--- config.mk ---
export PLATFORM = sky130hd
export DESIGN_NAME = clock_init_sequencer
export DESIGN_NICKNAME = d
export VERILOG_FILES = /design/src/clock_seq_pkg.sv /design/src/sysref_bus_if.sv /design/src/sysref_channel_bank.sv /design/src/clock_init_sequencer.sv
export SDC_FILE = /design/constraint.sdc
export NUM_CORES = 1
export LEC_CHECK = 0
export BUFFER_PORTS_ARGS = -buffer_cell sky130_fd_sc_hd__buf_2
export CORE_AREA = 2 2 244 246
export CTS_BUF_LIST = sky130_fd_sc_hd__clkbuf_4
export DETAILED_ROUTE_END_ITERATION = 12
export DIE_AREA = 0 0 246 248
export PLACE_DENSITY = 0.59
export SYNTH_ARGS = -nofsm -noshare
export SYNTH_HDL_FRONTEND = slang
export SYNTH_SLANG_ARGS = --single-unit
export TNS_END_PERCENT = 1
--- constraint.sdc ---
create_clock -name core_clk -period 5.47 [get_ports core_clk]
set_input_delay 0.8205 -clock core_clk [delete_from_list [all_inputs] [get_ports core_clk]]
set_output_delay 0.8205 -clock core_clk [all_outputs]
set_load 0.005 [all_outputs]
--- src/clock_seq_pkg.sv ---
// Purpose: Shared constants for the clock generator start-up and SYSREF sequencer
// Assumes: 50 MHz core clock, 32-bit Avalon-MM register window
// Notes: Offsets are byte addresses of aligned words
package clock_seq_pkg;
  // ----------------------------------------
  // Register map
  // ----------------------------------------
  localparam logic [7:0] OFS_CONTROL = 8'h00;
  localparam logic [7:0] OFS_CHAN_ENABLE = 8'h04;
  localparam logic [7:0] OFS_SYNC_ENABLE = 8'h08;
  localparam logic [7:0] OFS_PULSE_MODE = 8'h0C;
  localparam logic [7:0] OFS_SYSREF_TIMER = 8'h10;
  localparam logic [7:0] OFS_PULSE_COUNT = 8'h14;
  localparam logic [7:0] OFS_STATUS = 8'h18;
  // ----------------------------------------
  // Field positions
  // ----------------------------------------
  localparam int CTL_RESTART = 0;
  localparam int CTL_RESEED = 1;
  localparam int CTL_PULSE = 2;
  localparam int STS_PLL2_LOCK = 0;
  localparam int STS_PLL1_LOCK = 1;
  localparam int STS_PHASE_OK = 2;
  localparam int STS_SYSREF_VALID = 3;
  localparam int STS_REF_PRESENT = 4;
  localparam int TIMER_W = 12;
  localparam int PULSE_W = 3;
  // ----------------------------------------
  // Reset values
  // ----------------------------------------
  localparam logic [11:0] TIMER_RESET = 12'h0_100;
  localparam logic [2:0] PULSE_COUNT_RESET = 3'h1;
  // ----------------------------------------
  // Timing
  // ----------------------------------------
  localparam int CORE_CLK_MHZ = 50;
  localparam int PLL2_LOCK_NS = 50_000;
  localparam int PLL2_LOCK_CYC = PLL2_LOCK_NS * CORE_CLK_MHZ / 1000;
  localparam int PLL1_LOCK_MS = 50;
  localparam int PLL1_LOCK_CYC = PLL1_LOCK_MS * CORE_CLK_MHZ * 1000;
  localparam int PHASE_SETTLE_PERIODS = 6;
  localparam int REF_LOSS_CYC = 64;
endpackage

--- src/sysref_bus_if.sv ---
// Purpose: Carries SYSREF timing and channel controls between sequencer and channel bank
// Assumes: Single core clock domain
// Notes: All signals are synchronous to core_clk
`timescale 1ns/1ns
interface sysref_bus_if #(parameter int NUM_CH = 14);
  logic reseed;
  logic pulseReq;
  logic [clock_seq_pkg::TIMER_W-1:0] timer;
  logic [clock_seq_pkg::PULSE_W-1:0] pulseCount;
  logic [NUM_CH-1:0] chanEn;
  logic [NUM_CH-1:0] syncEn;
  logic [NUM_CH-1:0] pulseMode;
  logic [NUM_CH-1:0] sysref;
  modport seq (output reseed, pulseReq, timer, pulseCount, chanEn, syncEn, pulseMode,
    input sysref);
  modport bank (input reseed, pulseReq, timer, pulseCount, chanEn, syncEn, pulseMode,
    output sysref);
endinterface

--- src/sysref_channel_bank.sv ---
// Purpose: Per-channel SYSREF phase counters and pulse generators
// Assumes: Timer value of zero treated as one
// Notes: Channels outside the sync mask never see a reseed
`timescale 1ns/1ns
module sysref_channel_bank #(
  parameter int NUM_CH = 14
) (
  input wire logic core_clk,
  input wire logic rstn,
  input wire logic ce,
  sysref_bus_if.bank bus
);
  genvar i;
  generate
    for (i = 0; i < NUM_CH; i++) begin : g_ch
      logic [clock_seq_pkg::TIMER_W-1:0] phase, next_phase;
      logic [clock_seq_pkg::PULSE_W-1:0] left, next_left;
      logic out, next_out;
      logic [clock_seq_pkg::TIMER_W-1:0] last;
      always_comb begin
        last = (bus.timer == '0) ? '0 : bus.timer - 1'b1;
        next_phase = (phase >= last) ? '0 : phase + 1'b1;
        if (bus.reseed && bus.syncEn[i]) begin
          next_phase = '0;
        end
        next_left = left;
        if ((bus.pulseReq || (bus.reseed && bus.syncEn[i]))
            && bus.chanEn[i] && bus.pulseMode[i]) begin
          next_left = bus.pulseCount;
        end else if (phase == last && left != '0) begin
          next_left = left - 1'b1;
        end
        next_out = bus.chanEn[i] && (!bus.pulseMode[i] || left != '0)
          && (phase < {1'b0, bus.timer[clock_seq_pkg::TIMER_W-1:1]});
      end
      always_ff @(posedge core_clk) begin
        if (!rstn) begin
          phase <= '0;
          left <= '0;
          out <= 1'b0;
        end else if (ce) begin
          phase <= next_phase;
          left <= next_left;
          out <= next_out;
        end
      end
      assign bus.sysref[i] = out;
    end
  endgenerate
endmodule // sysref_channel_bank

--- src/clock_init_sequencer.sv ---
// Purpose: Device side of the start-up, SYSREF shutdown and resync sequence
// Assumes: Avalon-MM slave, one wait state on every access; refClk is asynchronous
// Notes: PLL lock is modelled by timers started on release of the restart bit
// Functional notes
// - Restart bit written 1 then 0 resets lock timers and starts calibration.
// - PLL1 locks in parallel while PLL2 calibrates, PLL2 in about 50 us.
// - Reseed request aligns divider phases and starts initial pulse stream.
// - Phase status reads 1 once all outputs reach their phases.
// - Pulse generator request emits pulse chain on pulse-mode channels.
// - Channels with sync mask cleared ignore reseed, keep running.
// - SYSREF-valid flag is pollable and also drives a general output pin.
`timescale 1ns/1ns
module clock_init_sequencer #(
  parameter int NUM_CH = 14,
  parameter int PLL1_LOCK_CYCLES = clock_seq_pkg::PLL1_LOCK_CYC
) (
  input wire logic core_clk,
  input wire logic rstn,
  input wire logic ce,
  input wire logic [7:0] address,
  input wire logic read,
  input wire logic write,
  input wire logic [31:0] writedata,
  output logic [31:0] readdata,
  output logic waitrequest,
  input wire logic refClk,
  output logic [NUM_CH-1:0] sysrefOut,
  output logic generalOutputPin
);
  typedef enum logic [2:0] {
    ST_HOLD = 3'b001,
    ST_CAL = 3'b010,
    ST_RUN = 3'b100
  } cal_state_t;

  sysref_bus_if #(.NUM_CH(NUM_CH)) bus ();

  // ----------------------------------------
  // Register file and bus slave
  // ----------------------------------------
  logic restart, next_restart;
  logic reseedPulse, next_reseedPulse;
  logic pulsePulse, next_pulsePulse;
  logic [NUM_CH-1:0] chanEn, next_chanEn;
  logic [NUM_CH-1:0] syncEn, next_syncEn;
  logic [NUM_CH-1:0] pulseMode, next_pulseMode;
  logic [11:0] timer, next_timer;
  logic [2:0] pulseCount, next_pulseCount;
  logic [31:0] next_readdata;
  logic next_waitrequest;
  logic [31:0] statusWord;
  logic wrTake;

  function automatic logic [31:0] readMux(input logic [7:0] a, input logic [31:0] sts,
                                          input logic rs);
    logic [31:0] r;
    r = '0;
    unique case (a)
      clock_seq_pkg::OFS_CONTROL: r[clock_seq_pkg::CTL_RESTART] = rs;
      clock_seq_pkg::OFS_CHAN_ENABLE: r[NUM_CH-1:0] = chanEn;
      clock_seq_pkg::OFS_SYNC_ENABLE: r[NUM_CH-1:0] = syncEn;
      clock_seq_pkg::OFS_PULSE_MODE: r[NUM_CH-1:0] = pulseMode;
      clock_seq_pkg::OFS_SYSREF_TIMER: r[11:0] = timer;
      clock_seq_pkg::OFS_PULSE_COUNT: r[2:0] = pulseCount;
      clock_seq_pkg::OFS_STATUS: r = sts;
      default: r = '0;
    endcase
    return r;
  endfunction

  always_comb begin
    // A write lands on the edge where the master sees waitrequest low
    wrTake = write && !waitrequest;
    next_waitrequest = !((read || write) && waitrequest);
    next_readdata = readdata;
    if (read && waitrequest) begin
      next_readdata = readMux(address, statusWord, restart);
    end
    next_restart = restart;
    next_reseedPulse = 1'b0;
    next_pulsePulse = 1'b0;
    next_chanEn = chanEn;
    next_syncEn = syncEn;
    next_pulseMode = pulseMode;
    next_timer = timer;
    next_pulseCount = pulseCount;
    if (wrTake) begin
      unique case (address)
        clock_seq_pkg::OFS_CONTROL: begin
          next_restart = writedata[clock_seq_pkg::CTL_RESTART];
          next_reseedPulse = writedata[clock_seq_pkg::CTL_RESEED];
          next_pulsePulse = writedata[clock_seq_pkg::CTL_PULSE];
        end
        clock_seq_pkg::OFS_CHAN_ENABLE: next_chanEn = writedata[NUM_CH-1:0];
        clock_seq_pkg::OFS_SYNC_ENABLE: next_syncEn = writedata[NUM_CH-1:0];
        clock_seq_pkg::OFS_PULSE_MODE: next_pulseMode = writedata[NUM_CH-1:0];
        clock_seq_pkg::OFS_SYSREF_TIMER: next_timer = writedata[11:0];
        clock_seq_pkg::OFS_PULSE_COUNT: next_pulseCount = writedata[2:0];
        default: next_restart = restart;
      endcase
    end
  end

  always_ff @(posedge core_clk) begin
    if (!rstn) begin
      waitrequest <= 1'b1;
      readdata <= '0;
      restart <= 1'b0;
      reseedPulse <= 1'b0;
      pulsePulse <= 1'b0;
      chanEn <= '0;
      syncEn <= '0;
      pulseMode <= '0;
      timer <= clock_seq_pkg::TIMER_RESET;
      pulseCount <= clock_seq_pkg::PULSE_COUNT_RESET;
    end else if (ce) begin
      waitrequest <= next_waitrequest;
      readdata <= next_readdata;
      restart <= next_restart;
      reseedPulse <= next_reseedPulse;
      pulsePulse <= next_pulsePulse;
      chanEn <= next_chanEn;
      syncEn <= next_syncEn;
      pulseMode <= next_pulseMode;
      timer <= next_timer;
      pulseCount <= next_pulseCount;
    end
  end

  // ----------------------------------------
  // Reference clock presence
  // ----------------------------------------
  logic refMeta, refSync, refPrev;
  logic [6:0] refIdle, next_refIdle;
  logic refPresent;
  always_comb begin
    next_refIdle = (refSync && !refPrev) ? '0 :
      (refPresent ? refIdle + 1'b1 : refIdle);
    refPresent = refIdle < 7'(clock_seq_pkg::REF_LOSS_CYC);
  end
  always_ff @(posedge core_clk) begin
    if (!rstn) begin
      refMeta <= 1'b0;
      refSync <= 1'b0;
      refPrev <= 1'b0;
      refIdle <= 7'(clock_seq_pkg::REF_LOSS_CYC);
    end else if (ce) begin
      refMeta <= refClk;
      refSync <= refMeta;
      refPrev <= refSync;
      refIdle <= next_refIdle;
    end
  end

  // ----------------------------------------
  // Calibration and lock
  // ----------------------------------------
  cal_state_t state, next_state;
  logic [11:0] pll2Cnt, next_pll2Cnt;
  logic [31:0] pll1Cnt, next_pll1Cnt;
  logic pll1Lock;
  always_comb begin
    next_state = state;
    next_pll2Cnt = pll2Cnt;
    next_pll1Cnt = pll1Cnt;
    unique case (state)
      ST_HOLD: begin
        // Lock counters and state machine held while restart bit is 1
        next_pll2Cnt = '0;
        next_pll1Cnt = '0;
        if (!restart) begin
          next_state = ST_CAL;
        end
      end
      ST_CAL: begin
        next_pll2Cnt = pll2Cnt + 1'b1;
        if (pll2Cnt == 12'(clock_seq_pkg::PLL2_LOCK_CYC - 1)) begin
          next_state = ST_RUN;
        end
      end
      ST_RUN: next_pll2Cnt = pll2Cnt;
    endcase
    if (state != ST_HOLD) begin
      // PLL1 runs in parallel and needs its reference; loss restarts acquisition
      if (!refPresent) begin
        next_pll1Cnt = '0;
      end else if (!pll1Lock) begin
        next_pll1Cnt = pll1Cnt + 1'b1;
      end
    end
    if (restart) begin
      next_state = ST_HOLD;
    end
  end
  assign pll1Lock = pll1Cnt >= 32'(PLL1_LOCK_CYCLES);
  always_ff @(posedge core_clk) begin
    if (!rstn) begin
      state <= ST_HOLD;
      pll2Cnt <= '0;
      pll1Cnt <= '0;
    end else if (ce) begin
      state <= next_state;
      pll2Cnt <= next_pll2Cnt;
      pll1Cnt <= next_pll1Cnt;
    end
  end

  // ----------------------------------------
  // SYSREF period and phase status
  // ----------------------------------------
  logic [11:0] perCnt, next_perCnt;
  logic [2:0] settle, next_settle;
  logic phaseOk, next_phaseOk;
  logic valid, next_valid;
  logic perTick;
  always_comb begin
    perTick = (perCnt >= timer - 1'b1) || (timer == '0);
    next_perCnt = (perTick || reseedPulse) ? '0 : perCnt + 1'b1;
    next_settle = settle;
    next_phaseOk = phaseOk;
    if (state != ST_RUN || next_state != ST_RUN) begin
      // Leaving lock drops phase status on the same edge, so valid never outlives lock
      next_settle = '0;
      next_phaseOk = 1'b0;
    end else if (reseedPulse) begin
      next_settle = '0;
      next_phaseOk = 1'b0;
    end else if (perTick && !phaseOk) begin
      next_settle = settle + 1'b1;
      if (settle == 3'(clock_seq_pkg::PHASE_SETTLE_PERIODS - 1)) begin
        next_phaseOk = 1'b1;
      end
    end
    next_valid = next_phaseOk && (state == ST_RUN);
  end
  always_ff @(posedge core_clk) begin
    if (!rstn) begin
      perCnt <= '0;
      settle <= '0;
      phaseOk <= 1'b0;
      valid <= 1'b0;
      generalOutputPin <= 1'b0;
      sysrefOut <= '0;
    end else if (ce) begin
      perCnt <= next_perCnt;
      settle <= next_settle;
      phaseOk <= next_phaseOk;
      valid <= next_valid;
      generalOutputPin <= next_valid;
      sysrefOut <= bus.sysref;
    end
  end

  always_comb begin
    statusWord = '0;
    statusWord[clock_seq_pkg::STS_PLL2_LOCK] = (state == ST_RUN);
    statusWord[clock_seq_pkg::STS_PLL1_LOCK] = pll1Lock && (state != ST_HOLD);
    statusWord[clock_seq_pkg::STS_PHASE_OK] = phaseOk;
    statusWord[clock_seq_pkg::STS_SYSREF_VALID] = valid;
    statusWord[clock_seq_pkg::STS_REF_PRESENT] = refPresent;
  end

  // Channels are silenced and cannot be reseeded until PLL2 has locked
  assign bus.reseed = reseedPulse && (state == ST_RUN);
  assign bus.pulseReq = pulsePulse && (state == ST_RUN);
  assign bus.timer = timer;
  assign bus.pulseCount = pulseCount;
  assign bus.chanEn = (state == ST_RUN) ? chanEn : '0;
  assign bus.syncEn = syncEn;
  assign bus.pulseMode = pulseMode;

  sysref_channel_bank #(.NUM_CH(NUM_CH)) u_bank (
    .core_clk(core_clk),
    .rstn(rstn),
    .ce(ce),
    .bus(bus.bank)
  );
endmodule // clock_init_sequencer

==> metrics.md <==
| Metric | Value |
|---|---|
| Outcome | `completed` |
| Synth Instances | `3095` |
| First-pass GRT wire length | `131600 µm` |
| Power Total | `6010 µW` |
| Count of final max-slew check failures | `0` |
| Worst skew pair latency | `0.96 ns` |
| Max rail drop VDD | `147.8 µV` |
| Nets | `3606` |
| I/O Buffers | `57` |
| Worst Path Max Fanout | `14` |
| Simple-Gate Fraction of Synth Area | `0.2310` |
| Top Ports | `94` |
| Asr flop ratio synth | `0` |
| Avg WL per Cell | `21.02 µm` |
| Clk sinks | `387` |
| DRT Wirelength | `85310 µm` |
| Met2 usage | `0.4518` |
| Clock period minus worst slack | `4.551 ns` |
| Vias in the first global route | `23450` |
| Critical path endpoint category | `flip-flop` |
| Routability congestion estimate | `0.8424` |
| Final worst slack | `0.9187 ns` |
| Via count | `24410` |
| ANT nets after route | `0` |
| Hold Path Origin | `refClk` |
| Fillcell total | `5746` |
| Gr usage total | `0.2774` |
| Slew at the pin closest to its max-slew limit | `1.241 ns` |
| CP Data Arrival Time | `5.41 ns` |
| PD cells | `210.8 nW/µm²` |
| Synth cell count leaders | `dfxtp_1 (387), ha_1 (370), nand2_1 (314), a21oi_1 (243), nor2_1 (208)` |
| CTS clk-pin slew, worst paths | `0.07 ns` |
| Final setup TNS | `0 ns` |
| Remaining routing DRC violations | `0` |
| Core Area | `58460 µm²` |
| Die height | `248 µm` |
| Pin count of the biggest net entering global routing | `68` |
| Post-synthesis adder-cell area fraction | `0.1779` |
| Yosys warnings | `0` |
| Final hold vios | `0` |
| Crit Path Class | `reg2reg` |
| Avg Cell Area, Syn | `8.407 µm²` |
| Cts hold-fix bufs | `0` |
| Cts bufs inserted | `111` |
| Synth Flop Type | `dfxtp_1` |
| Hold Crit Depth | `3` |
| Synth Area in Compound Gates | `0.1942` |
| Synth area leaders | `dfxtp_1 (30%), ha_1 (18%), a21oi_1 (4.7%)` |
| FF-to-FF path depth | `10` |
| Met3 global-route usage | `0.04920` |
| Post-place setup slack | `1.058 ns` |
| Max-Cap Viols | `0` |
| Min-Delay Endpoint | `refMeta` |
| RR Endpoint | `u_bank.g_ch[10].phase[5]` |
| Met1 usage in global routing | `0.3546` |
| GRT Residual Overflow | `0` |
| Layout cells sized above 1 | `0.1037` |
| CTS tree | `yes` |
| Post-Syn Area | `26020 µm²` |
| Post-synth cell types | `78` |
| Area Overhead vs Synth | `9.579%` |
| R2r startpoint | `bus.timer[2]` |
| Multiplexer area fraction after synthesis | `0.03039` |
| GRT busiest layer | `met2` |
| # rows | `89` |
| Post-CTS setup buffer count | `0` |
| Startpoint Class | `flip-flop` |
| RSZ-0062 raised after global routing | `no` |
| Initial Util | `0.4451` |
| Worst min path class | `in2reg` |
| Core Util, Final | `0.4877` |
| Clock skew | `0.1003 ns` |
| First DRT Iteration DRCs | `1883` |
| Final Cycle Share | `0.8321` |
| Combinational family with the most area after synthesis | `simple AND/OR/NAND/NOR gates` |
| Vias per cell | `6.015` |
| DRT Pass-1 Iters | `7` |
| Area fraction of the dominant cell type after synthesis | `0.2977` |
| Data required time of the worst path | `6.33 ns` |
| Slew HR | `0.1713` |
| Final setup vio count | `0` |
| Most frequent cell after synthesis | `dfxtp_1` |
| Chip width | `246 µm` |
| R2r setup slk | `0.92 ns` |
| Largest area contributor in the netlist | `dfxtp_1` |
| Number of synthesized flops with an enable pin | `0` |
| Post-DP HPWL | `55930 µm` |
| Flops & latches, synth | `387` |
| Initial antenna violation count | `5` |
| CTS root buf | `clkbuf_4` |
| Post-synthesis sequential area ratio | `0.2977` |
| Fmax | `0.2197 GHz` |
| Clock buffer depth | `3` |
| Die ar. | `61010 µm²` |
| Static Leakage | `0.01235 µW` |
| Post-synthesis xor/xnor area fraction | `0.03063` |
| # resized after CTS | `0` |
| H-tree depth | `3` |
cell type report:
class / count / area [µm²] / share of cell area
antenna: 5 / 12.51 / 0.0004388
clock buffer: 160 / 1201 / 0.04213
multi-input combinational: 2495 / 17390 / 0.6098
sequential: 387 / 7747 / 0.2717
inverter: 92 / 350.3 / 0.01229
clock inverter: 43 / 188.9 / 0.006626
tap: 773 / 967.2 / 0.03392
timing repair buffer: 103 / 658.1 / 0.02308
cells by family after synthesis:
kind of cell,after synthesis
buf+inv,230
flops,387
fa+ha+maj,370
compound gates,783
xor+xnor,91
other cells,1
mux,78
simple gates,1155
stage by stage:
stage          hold WS (ns)  cells  cell area (µm²)
3_5_place_dp         0.4606   3850            27110
5_1_grt              0.1148   4057            28510
2_1_floorplan        0.4357   3112            26080
3_3_place_gp         0.4554   3850            27110
4_1_cts             0.08900   4053            28500
6_report             0.1405   4058            28510
worst max-delay path, cell delays in order, from the launching register on:
cell      delay, ns
dfxtp_1        0.38
nor4_1         0.54
and2_1         0.50
a31o_2         0.83
ha_1           0.38
and3_1         0.16
a221oi_1       0.28
o221ai_1       0.33
nor3_2         0.72
nand4_1        0.18
mux2i_1        0.16
report_power, final:
part	switching, µW	leakage (µW)	internal (µW)
combinational	244	0.00839	126
clock	1390	0.000835	1350
sequential	49.3	0.00312	2850
cells in the final DEF (no fill, tap or decap), types with 88 or more instances in the layout:
cell / count
dfxtp_1: 387
ha_1: 370
nand2_1: 313
a21oi_1: 243
nor2_1: 207
clkbuf_4: 160
o21ai_0: 150
nand3_1: 149
nand4_1: 109
inv_1: 90
and3_1: 88
registers in the layout, summed over array words and instances (netlist names), 7 cells and up:
| register | flops |
|---|---|
| bus.timer | 12 |
| pll1Cnt | 32 |
| u_bank.g_ch.left | 42 |
| refIdle | 7 |
| sysrefOut | 14 |
| bus.pulseMode | 14 |
| chanEn | 14 |
| u_bank.g_ch.phase | 168 |
| u_bank.g_ch.out | 14 |
| perCnt | 12 |
| readdata | 14 |
| pll2Cnt | 12 |
| bus.syncEn | 14 |
per-layer routing:
metal  vias to the layer above  wire (µm)
met4                         8       4025
met5                         -         95
met2                       837      38570
li1                      11720          -
met1                     11590      37110
met3                       247       5503
worst max-delay path by stage:
stage                      start                   endpoint  slack [ns]  depth (start not counted)
finish              bus.timer[2]   u_bank.g_ch[10].phase[5]        0.92                         10
global route        bus.timer[2]   u_bank.g_ch[10].phase[5]        0.63                         12
CTS                 bus.timer[2]   u_bank.g_ch[10].phase[5]         1.0                         10
detailed placement  bus.timer[2]   u_bank.g_ch[10].phase[5]        1.06                         12
global placement    bus.timer[2]   u_bank.g_ch[10].phase[9]        1.19                         12
floorplan           bus.timer[1]  u_bank.g_ch[12].phase[10]        1.24                         16
(Power assumes the default switching activity.)
